<file path="src/pkg/sapc_pkg.sv">
// Shared constants for the serial converter link and its host master.
// Assumes both ends run on clk_sys at 250 MHz.
`default_nettype none
package sapc_pkg;
  localparam int          CLK_PERIOD_NS   = 4;
  localparam int          FRAME_EDGES     = 16;   // Falling edges per frame
  localparam int          TRACK_EDGES     = 13;   // Hold ends after these
  localparam int          PWR_KEEP_EDGES  = 10;   // Strobe low this long
  localparam int          GLITCH_EDGES    = 2;    // Below this, no power-down
  localparam int          LEAD_ZEROS      = 4;
  localparam int          QUIET_GAP_NS    = 60;
  localparam int          ACQ_TIME_NS     = 290;
  localparam int          PWRUP_TIME_NS   = 1000;
  localparam int          QUIET_GAP_CYC   =
    (QUIET_GAP_NS + CLK_PERIOD_NS - 1) / CLK_PERIOD_NS;
  localparam int          ACQ_CYC         =
    (ACQ_TIME_NS + CLK_PERIOD_NS - 1) / CLK_PERIOD_NS;
  localparam int          PWRUP_CYC       =
    (PWRUP_TIME_NS + CLK_PERIOD_NS - 1) / CLK_PERIOD_NS;
  // Host gap covers quiet time and acquisition, whichever is longer
  localparam int          GAP_CYC         =
    (ACQ_CYC > QUIET_GAP_CYC) ? ACQ_CYC : QUIET_GAP_CYC;
  localparam int          SCLK_HALF_CYC   = 10;   // Host divider reload; half period is 11 cycles
  localparam logic [4:0]  CNT_RST         = 5'h00;
  localparam logic [15:0] SHIFT_RST       = 16'h0000;
  typedef enum logic [1:0] {SAPC_IDLE, SAPC_LOW, SAPC_HIGH, SAPC_GAP}
    sapc_host_st_t;
endpackage : sapc_pkg
`default_nettype wire
</file>
<file path="src/pkg/sapc_if.sv">
// Link between converter end and host end: strobe, serial clock, data.
// The data wire keeps its last value while the enable is low.
`timescale 1ns/10ps
`default_nettype none
interface sapc_if;
  logic frame_n;        // Frame strobe, active low, host driven
  logic sclk;           // Serial clock, host driven
  logic result_out_line;    // Data value from converter
  logic result_out_line_oe; // High while converter drives data
  modport dev  (input frame_n, input sclk,
                output result_out_line, output result_out_line_oe);
  modport host (output frame_n, output sclk,
                input result_out_line, input result_out_line_oe);
endinterface : sapc_if
`default_nettype wire

</file>
<file path="src/hdl/sapc_dev.sv">
// Converter end: frame counting, result shifting, power-state control.
// Assumes strobe and serial clock are asynchronous pins from the host.
`timescale 1ns/10ps
`default_nettype none
module sapc_dev
  import sapc_pkg::*;
#(
  parameter int RES_BITS = 12             // 12 or 10
) (
  input  wire logic                clk_sys,     // System clock
  input  wire logic                rstn,        // Sync reset, active low
  sapc_if.dev                      lnk,         // Link pins
  input  wire logic [RES_BITS-1:0] sample_code, // Two's complement sample
  output logic                     hold_r,      // Sampler in hold
  output logic                     powered_r,   // Analog powered
  output logic                     ready_r,     // Warm-up time elapsed
  output logic                     conv_pulse_r // Frame start pulse, only when already powered
);
  // Only the two result widths are served
  if (RES_BITS != 12 && RES_BITS != 10) begin : g_res_check
    $error("RES_BITS must be 10 or 12");
  end

  // Two-stage synchronisers; stage one feeds stage two only
  logic [1:0] cs_sync_r;
  logic [1:0] ck_sync_r;
  logic       cs_d_r;
  logic       ck_d_r;
  logic [1:0] cs_sync_nxt;
  logic [1:0] ck_sync_nxt;
  always_comb begin
    cs_sync_nxt = {cs_sync_r[0], lnk.frame_n};
    ck_sync_nxt = {ck_sync_r[0], lnk.sclk};
  end
  always_ff @(posedge clk_sys) begin
    if (!rstn) begin
      cs_sync_r <= 2'h3;
      ck_sync_r <= 2'h3;                   // Clock idles high: no false rise
      cs_d_r    <= 1'b1;
      ck_d_r    <= 1'b1;
    end else begin
      cs_sync_r <= cs_sync_nxt;
      ck_sync_r <= ck_sync_nxt;
      cs_d_r    <= cs_sync_r[1];
      ck_d_r    <= ck_sync_r[1];
    end
  end

  logic cs_s;
  logic cs_fall;
  logic cs_rise;
  logic ck_fall;
  logic ck_rise;
  assign cs_s    = cs_sync_r[1];
  assign cs_fall = cs_d_r & ~cs_s;
  assign cs_rise = ~cs_d_r & cs_s;
  assign ck_fall = ck_d_r & ~ck_sync_r[1];
  assign ck_rise = ~ck_d_r & ck_sync_r[1];

  // Frame state registers
  logic [4:0]  cnt_r;
  logic [4:0]  cnt_nxt;
  logic        in_frame_r;
  logic        in_frame_nxt;
  logic [15:0] shift_r;
  logic [15:0] shift_nxt;
  logic        dout_r;
  logic        dout_nxt;
  logic        oe_r;
  logic        oe_nxt;
  logic        hold_nxt;
  logic        powered_nxt;
  logic        was_down_r;
  logic        was_down_nxt;
  logic        conv_nxt;
  logic [15:0] frame_word;

  // Zeros, then code MSB-first, narrow codes padded at the tail
  always_comb begin
    frame_word = SHIFT_RST;
    frame_word[15-LEAD_ZEROS -: RES_BITS] = sample_code;
  end

  // Frame sequencing and power decision
  always_comb begin
    cnt_nxt      = cnt_r;
    in_frame_nxt = in_frame_r;
    shift_nxt    = shift_r;
    dout_nxt     = dout_r;
    oe_nxt       = oe_r;
    hold_nxt     = hold_r;
    powered_nxt  = powered_r;
    was_down_nxt = was_down_r;
    conv_nxt     = 1'b0;
    if (cs_fall) begin
      cnt_nxt      = CNT_RST;
      in_frame_nxt = 1'b1;
      shift_nxt    = {frame_word[14:0], 1'b0};
      dout_nxt     = frame_word[15];
      oe_nxt       = 1'b1;
      hold_nxt     = 1'b1;
      conv_nxt     = powered_r;
      was_down_nxt = ~powered_r;
      powered_nxt  = 1'b1;
    end else if (cs_rise && in_frame_r) begin
      in_frame_nxt = 1'b0;
      oe_nxt       = 1'b0;
      cnt_nxt      = CNT_RST;
      if (cnt_r < 5'(FRAME_EDGES)) begin
        hold_nxt = 1'b0;                            // Abort: resume track
        if (was_down_r) begin
          powered_nxt = (cnt_r >= 5'(PWR_KEEP_EDGES));
        end else if (cnt_r >= 5'(GLITCH_EDGES) &&
                     cnt_r < 5'(PWR_KEEP_EDGES)) begin
          powered_nxt = 1'b0;
        end else begin
          powered_nxt = 1'b1;
        end
      end
    end else if (in_frame_r && !cs_s) begin
      if (ck_fall && cnt_r < 5'(FRAME_EDGES)) begin
        cnt_nxt   = cnt_r + 5'h01;
        dout_nxt  = shift_r[15];
        shift_nxt = {shift_r[14:0], 1'b0};
        if (cnt_r == 5'(FRAME_EDGES - 1)) begin
          oe_nxt = 1'b0;
        end
      end
      // Waking sampler tracks on first edge; else after 13 falls
      if (was_down_r && (ck_fall || ck_rise) &&
          cnt_r == CNT_RST) begin
        hold_nxt = 1'b0;
      end else if (ck_rise && cnt_r >= 5'(TRACK_EDGES)) begin
        hold_nxt = 1'b0;
      end
    end
  end

  always_ff @(posedge clk_sys) begin
    if (!rstn) begin
      cnt_r        <= CNT_RST;
      in_frame_r   <= 1'b0;
      shift_r      <= SHIFT_RST;
      dout_r       <= 1'b0;
      oe_r         <= 1'b0;
      hold_r       <= 1'b0;
      powered_r    <= 1'b1;
      was_down_r   <= 1'b0;
      conv_pulse_r <= 1'b0;
    end else begin
      cnt_r        <= cnt_nxt;
      in_frame_r   <= in_frame_nxt;
      shift_r      <= shift_nxt;
      dout_r       <= dout_nxt;
      oe_r         <= oe_nxt;
      hold_r       <= hold_nxt;
      powered_r    <= powered_nxt;
      was_down_r   <= was_down_nxt;
      conv_pulse_r <= conv_nxt;
    end
  end

  // Warm-up timer; powering down clears readiness at once
  logic [9:0] warm_r;
  logic [9:0] warm_nxt;
  logic       ready_nxt;
  always_comb begin
    warm_nxt  = warm_r;
    ready_nxt = ready_r;
    if (!powered_r) begin
      warm_nxt  = 10'h000;
      ready_nxt = 1'b0;
    end else if (warm_r < 10'(PWRUP_CYC)) begin
      warm_nxt = warm_r + 10'h001;
    end else begin
      ready_nxt = 1'b1;
    end
  end
  always_ff @(posedge clk_sys) begin
    if (!rstn) begin
      warm_r  <= 10'h000;
      ready_r <= 1'b0;
    end else begin
      warm_r  <= warm_nxt;
      ready_r <= ready_nxt;
    end
  end

  assign lnk.result_out_line    = dout_r;
  assign lnk.result_out_line_oe = oe_r;
endmodule : sapc_dev
`default_nettype wire

</file>
<file path="src/flat_wrapper.sv">
// flat-port wrapper written by rule: the top's interface ports become plain ports
module sapc_dev_flat import sapc_pkg::*;
#(
  parameter int RES_BITS = 12                        
)
  (clk_sys, rstn, sample_code, hold_r, powered_r, ready_r, conv_pulse_r, lnk_frame_n, lnk_sclk, lnk_result_out_line, lnk_result_out_line_oe);
  sapc_if lnk_i ();
  input  wire logic clk_sys;
  input  wire logic rstn;
  input  wire logic [RES_BITS-1:0] sample_code;
  output logic hold_r;
  output logic powered_r;
  output logic ready_r;
  output logic conv_pulse_r;
  input wire logic [$bits(lnk_i.frame_n)-1:0] lnk_frame_n;
  input wire logic [$bits(lnk_i.sclk)-1:0] lnk_sclk;
  output wire logic [$bits(lnk_i.result_out_line)-1:0] lnk_result_out_line;
  output wire logic [$bits(lnk_i.result_out_line_oe)-1:0] lnk_result_out_line_oe;
  assign lnk_i.frame_n = lnk_frame_n;
  assign lnk_i.sclk = lnk_sclk;
  assign lnk_result_out_line = lnk_i.result_out_line;
  assign lnk_result_out_line_oe = lnk_i.result_out_line_oe;
  sapc_dev #(.RES_BITS(RES_BITS)) u_core (.clk_sys(clk_sys), .rstn(rstn), .lnk(lnk_i), .sample_code(sample_code), .hold_r(hold_r), .powered_r(powered_r), .ready_r(ready_r), .conv_pulse_r(conv_pulse_r));
endmodule
</file>
<file path="config.mk">
export PLATFORM = sky130hd
export DESIGN_NAME = sapc_dev_flat
export DESIGN_NICKNAME = d
export VERILOG_FILES = /design/src/pkg/sapc_pkg.sv /design/src/pkg/sapc_if.sv /design/src/hdl/sapc_dev.sv /design/src/flat_wrapper.sv
export SDC_FILE = /design/constraint.sdc
export NUM_CORES = 1
export LEC_CHECK = 0
export BUFFER_PORTS_ARGS = -buffer_cell sky130_fd_sc_hd__buf_2
export CORE_ASPECT_RATIO = 1.75
export CORE_MARGIN = 3
export CORE_UTILIZATION = 35
export CTS_CLUSTER_DIAMETER = 120
export DETAILED_ROUTE_END_ITERATION = 16
export GPL_ROUTABILITY_DRIVEN = 0
export PLACE_DENSITY = 0.5
export SLEW_MARGIN = 25
export SYNTH_ARGS = -nofsm -noshare
export SYNTH_HDL_FRONTEND = slang
export SYNTH_SLANG_ARGS = --single-unit
</file>
<file path="constraint.sdc">
create_clock -name clk_sys -period 1.71 [get_ports clk_sys]
set_input_delay 0.0855 -clock clk_sys [delete_from_list [all_inputs] [get_ports clk_sys]]
set_output_delay 0.0855 -clock clk_sys [all_outputs]
set_load 0.01 [all_outputs]
</file>
==> metrics.md, run 1 <==
| Metric | Value |
|---|---|
| P_sw | 0.420 mW |
| Sink Count | 44 |
| Element type at the critical path end | flop |
| Drt wl/cell | 13.2 um |
| Worst-skew pair later-pin latency | 290 ps |
| Post-synthesis sequential area ratio | 48.5% |
| Post-route ant nets | 0 |
| Gr usage total | 12.8% |
| Drt first pass iters | 5 |
| P per Cell Area | 870 mW/mm^2 |
| Max Freq | 643 MHz |
| Initial antenna violation count | 0 |
| Avg Cell Area, Syn | 9.62 um^2 |
| Crit-path slowest cell | dfxtp_2 |
| Synth Flop Type | dfxtp_1 |
| First-pass GRT wire length | 6.00 mm |
| Setup-failing EPs final | 0 |
| CP Cell Sequence | inv_1 -> ha_4 -> and3b_2 -> nor3b_4 -> buf_12 -> a222oi_1 -> nor2_1 |
| Tcrit/Tclk final | 91.0% |
| Share of cells above drive strength 1 | 17.6% |
| Post-Route Utilization | 42.8% |
| Crit path launch type | flop |
| Total of flip-flops plus latches after synthesis | 44 |
| Post-synth EDFFs | 0 |
| Setup TNS | 0 ps |
| Leakage power | 0.866 nW |
| CTS buffer count | 5 |
| Critical path buffers and inverters | 2 |
| Clock slew at reported path FFs | 80 ps |
| CP top delay family | simple AND/OR/NAND/NOR gates |
| Post-DP Area | 0.00196 mm^2 |
| Port Buf Inserts | 21 |
| Logic pwr share | 6.0% |
| Clk buf depth | 2 |
| Final non-filler cell total | 270 |
| Critical Path AT | 1730 ps |
| Design area | 0.00213 mm^2 |
| Cell Int Power | 1.43 mW |
| Slew Viols, Final | 0 |
| Max-slew headroom | 68.5% |
| Die area | 0.00613 mm^2 |
| Crit Path Max Fanout | 9 |
| Hold WS | 38.5 ps |
| Synth-to-Final Area Change | 17.2% |
| WL final | 3.57 mm |
| Final min period | 1560 ps |
| Placed cell count | 258 |
| CP max stage delay | 330 ps |
| Vias in the first global route | 1377 |
| Largest net degree at the start of global routing | 16 |
| Initial drt markers | 91 |
| Root buffer cell | clkbuf_8 |
| Net Sw Frac | 22.6% |
| Die height | 101 um |
| Initial Utilization | 36.5% |
| Via count | 1437 |
| Final #Nets | 239 |
| Share of power burned in registers | 58.0% |
| Warning count from the yosys run | 0 |
| Ports | 22 |
| Core area | 0.00498 mm^2 |
| Critical Path RT | 1880 ps |
| Synth Cell Area | 0.00182 mm^2 |
| Syn_nets | 213 |
| Die width | 60.5 um |
| Worst clock skew | 9.39 ps |
| CTS tree | built |
| Antenna Cells | 0 |
| Row count | 34 |
| Post-synth cell types | 36 |
| Vias/cell | 5.32 |
| Grt ovf | 0 |
| Post-synthesis cell count | 189 |
| Kind of critical path | flop to flop |
| Clock power frac | 36.1% |
| Ys async rst share | 0% |
| Final Hold Viols | 0 |
| Drt drc | 0 |
| Outcome | complete, no violations |
| Max VDD drop | 749 uV |
| H-tree depth | 2 |
| Max-cap violations | 0 |
| HPWL after DPL | 2.62 mm |
| Slew @ Worst Pin | 472 ps |
| Worst Hold Class | input pin to flop |
==> state kept, by name, summed over array words and instances, names as in the netlist <==
signal / cells
u_core.ready_r: 1
u_core.was_down_r: 1
u_core.shift_r: 15
u_core.in_frame_r: 1
u_core.ck_sync_r: 2
u_core.cs_d_r: 1
u_core.hold_r: 1
u_core.lnk.result_out_line_oe: 1
u_core.powered_r: 1
u_core.warm_r: 10
u_core.lnk.result_out_line: 1
u_core.cnt_r: 5
u_core.cs_sync_r: 2
u_core.ck_d_r: 1
u_core.conv_pulse_r: 1
==> timing repair <==
action	in CTS	in global routing
setup buffers	0	2
resized for setup	0	5
endpoints found under the hold margin	2	0
setup endpoints to repair	0	9
hold buffers	2	0
==> worst min-delay path, cell delays in order <==
cell     delay (ps)
buf_2            80
a22oi_1          50
nor2_1           80
==> per-stage QoR <==
step | power, mW | setup slack [ps]
2_1_floorplan | 1.16 | 302
3_3_place_gp | 1.20 | 163
3_5_place_dp | 1.20 | 78.8
4_1_cts | 1.88 | 67.6
5_1_grt | 1.95 | -7.58
6_report | 1.85 | 154
==> final cells by class <==
cell class / count / area (um^2)
inverters: 7 / 26.3
multi-input cells: 131 / 901
clock buffers: 7 / 86.3
fillers: 497 / 2850
well taps: 54 / 67.6
repair buffers: 26 / 160
flip-flops and latches: 44 / 882
clock inverters: 1 / 7.51
==> Yosys cell counts (all sizes together), types with 2 or more instances <==
cell type  instances  share of area, %
mux2i              8               4.4
ha                 8               5.5
a21oi              8               2.2
nand2b             6               2.1
and3               5               1.7
xor2               6               2.9
dfxtp             44                48
a31oi              3               1.0
inv                7               1.4
and2               2              0.69
and4bb             2               1.4
a222oi             9               5.0
o21ai             11               3.2
o211ai             4               1.7
clkbuf             6               1.4
nor2              33               6.8
nand3              3              0.83
nor3b              2               1.1
nand2              7               1.4
nand4              3               1.0
==> path summary, 6_finish.rpt <==
| kind | startpoint | to | slack, ps | cells past startpoint |
|---|---|---|---|---|
| worst max-delay path | u_core.ck_sync_r[1]$_SDFF_PN1_ | u_core.shift_r[10]$_SDFFE_PN0P_ | 150 | 7 |
| worst min-delay path | sample_code[0] | u_core.shift_r[1]$_SDFFE_PN0P_ | 40 | 3 |
| worst max register to register | u_core.ck_sync_r[1]$_SDFF_PN1_ | u_core.shift_r[10]$_SDFFE_PN0P_ | 150 | 7 |
| worst min register to register | u_core.cs_sync_r[0]$_SDFF_PN1_ | u_core.cs_sync_r[1]$_SDFF_PN1_ | 410 | 1 |
==> power by group through the flow <==
stage	registers, mW	clock network (mW)	logic, mW
global placement	1.10	0	0.102
CTS	1.07	0.702	0.109
floorplan	1.09	0	0.0691
detailed placement	1.10	0	0.105
global route	1.08	0.743	0.127
finish	1.07	0.668	0.111
==> cells in the final DEF, fill, tap and decap left out, types with 7 or more instances in the layout <==
cell type  synthesis  final
nor2_1            33     33
a222oi_1           9      9
mux2i_1            8      8
nand2_1            7      7
inv_1              7      7
dfxtp_1           44     43
o21ai_0            9      9
buf_2              0     21
ha_1               8      7
a21oi_1            8      8
==> kinds of logic after synthesis <==
family / after synthesis / synth area share, %
simple gates: 69 / 19.8
flops: 44 / 48.5
compound gates: 39 / 15.0
buf+inv: 14 / 3.44
mux: 8 / 4.40
fa+ha+maj: 8 / 5.51
xor+xnor: 7 / 3.37
==> routing by layer <==
layer  GRT usage, %  share of wire, %  vias to the layer above
li1               -                 -                      736
met2           21.7                51                       24
met5              0                 0                        -
met3           3.19               4.5                        6
met1           14.6                43                      671
met4           6.18               2.2                        0
No activity file was read; power rests on OpenSTA's default activity.
==> run 2, diff against run 1 <==
CORE_ASPECT_RATIO = default   (was 1.75)
==> metrics.md, run 2 (synthesis results as in run 1) <==
| Metric | Value |
|---|---|
| Drt wl/cell | 12.8 um (-2.9%) |
| Outcome | complete, no violations |
| Initial antenna violation count | 0 (unchanged) |
| Ports | 22 (unchanged) |
| Design area | 0.00218 mm^2 (+2.2%) |
| Crit path launch type | flop |
| Drt first pass iters | 4 (-1) |
| Setup-failing EPs final | 0 (unchanged) |
| Hold WS | 55.8 ps (+17.3 ps) |
| Biggest regs | u_core.shift_r x15, u_core.warm_r x10, u_core.cnt_r x5 |
| Multi-input combinational cell area | 888 um^2 (-1.4%) |
| WL final | 3.62 mm (+1.4%) |
| Net Sw Frac | 18.1% (-4.5 points) |
| Row count | 25 (-26%) |
| CTS tree | built |
| Most frequent cells in the layout | dfxtp_1, nor2_1, buf_2, a222oi_1, o21ai_0 |
| P_sw | 0.407 mW (-3.1%) |
| Critical Path AT | 1760 ps (+30 ps) |
| Share of power burned in registers | 48.0% (-10 points) |
| Clk buf depth | 2 (unchanged) |
| Worst clock skew | 5.93 ps (-3.46 ps) |
| Leakage power | 0.892 nW (+3.0%) |
| Post-Route Utilization | 44.6% (+1.8 points) |
| Vias/cell | 5.03 (-5.5%) |
| Largest register FFs | 15 (unchanged) |
| Slew @ Worst Pin | 460 ps (-12.1 ps) |
| Final non-filler cell total | 282 (+4.4%) |
| Largest register by flop count | u_core.shift_r |
| Root buffer cell | clkbuf_8 |
| Commonest non-fill, non-tap cell in the layout | dfxtp_1 |
| Kind of critical path | flop to flop |
| Share of cells above drive strength 1 | 16.7% (-0.85 points) |
| Total power | 2.24 mW (+21%) |
| Element type at the critical path end | flop |
| Clock power frac | 47.1% (+11 points) |
| Drt drc | 0 (unchanged) |
| Placed cell count | 272 (+5.4%) |
| Sequential Area | 881 um^2 (-0.14%) |
| Antenna Cells | 0 (unchanged) |
| Final #Nets | 238 (-0.42%) |
| Via count | 1418 (-1.3%) |
| # fillers | 476 (-4.2%) |
| Max Freq | 652 MHz (+1.5%) |
| Initial drt markers | 63 (-31%) |
| Max-cap violations | 0 (unchanged) |
| Final Hold Viols | 0 (unchanged) |
| Core area | 0.00488 mm^2 (-2.0%) |
| Grt ovf | 0 (unchanged) |
| HPWL after DPL | 2.61 mm (-0.24%) |
| DP Worst Slack | 126 ps (+46.9 ps) |
| Worst-skew pair later-pin latency | 290 ps (about the same) |
| Post-route ant nets | 0 (unchanged) |
| Max VDD drop | 741 uV (-1.1%) |
| Setup ws final | 177 ps (+23.2 ps) |
| Initial Utilization | 37.3% (+0.73 points) |
| Sink Count | 44 (unchanged) |
| Clock slew at reported path FFs | 80 ps (about the same) |
| Final min period | 1530 ps (-23.2 ps) |
| Slew Viols, Final | 0 (unchanged) |
| First-pass GRT wire length | 6.26 mm (+4.4%) |
| Worst Hold Class | input pin to flop |
| Tcrit/Tclk final | 89.7% (-1.4 points) |
| Synth-to-Final Area Change | 19.8% |
| Die width | 78.1 um (+29%) |
| Post-CTS setup repair buffer count | 0 (unchanged) |
| Gr usage total | 12.8% (-0.054 points) |
| Vias in the first global route | 1353 (-1.7%) |
| H-tree depth | 2 (unchanged) |
| CTS buffer count | 5 (unchanged) |
| Port Buf Inserts | 21 (unchanged) |
| Largest net degree at the start of global routing | 16 (unchanged) |
| P per Cell Area | 1030 mW/mm^2 (+18%) |
| Die height | 78.1 um (-23%) |
| Die area | 0.00609 mm^2 (-0.56%) |
| Cell Int Power | 1.83 mW (+28%) |
| Crit Path Max Fanout | 6 (-3) |
| Critical Path RT | 1940 ps (+60 ps) |
| Logic pwr share | 5.0% (-1.0 points) |
| Post-DP Area | 0.00199 mm^2 (+1.2%) |
| Setup TNS | 0 ps (unchanged) |
| Unrepaired setup endpoints after global routing | false |
| Max-slew headroom | 69.3% (+0.77 points) |
==> run 2: cell type report <==
cell class | count | share of cell area, %
timing repair buffer | 25 | 6.43
tap | 67 | 3.85
clock inverter | 3 | 4.14
clock buffer | 5 | 3.16
sequential | 44 | 40.4
multi-input combinational | 131 | 40.8
inverter | 7 | 1.21
==> run 2: path summary, 6_finish.rpt <==
kind,start,to,slack (ps),cells after the start
max,u_core.cnt_r[0]$_SDFFE_PP0P_,u_core.powered_r$_SDFFE_PP1P_,180,6
min,sample_code[0],u_core.shift_r[1]$_SDFFE_PN0P_,60,3
max reg2reg,u_core.cnt_r[0]$_SDFFE_PP0P_,u_core.powered_r$_SDFFE_PP1P_,180,6
min reg2reg,u_core.cs_sync_r[0]$_SDFF_PN1_,u_core.cs_sync_r[1]$_SDFF_PN1_,430,1
==> run 2: worst max-delay path, cell delays in order (launching register included) <==
cell and delay, ps:
dfxtp_1 460, inv_1 100, ha_1 190, or4_1 390, o211ai_1 160, o21ai_0 100, nand3_1 80
==> run 2: routing by layer <==
metal	vias to the layer above	GRT usage [%]	routed length, um
li1	728	-	-
met1	666	17.3	1780
met2	20	19.3	1710
met3	4	3.67	107
met4	0	4.37	30
met5	-	0	0
==> run 2: power groups by stage <==
stage / clock network [mW] / registers (mW) / logic [mW]
after global routing: 1.13 / 1.08 / 0.126
final: 1.06 / 1.08 / 0.111
after global placement: 0 / 1.10 / 0.103
after CTS: 1.09 / 1.07 / 0.111
after floorplan: 0 / 1.09 / 0.0691
after detailed placement: 0 / 1.10 / 0.107
==> run 2: what timing repair did <==
item                                   CTS  global route
hold buffers                             2             0
gates resized for setup                  0             2
setup endpoints to repair                0             9
endpoints found under the hold margin    2             0
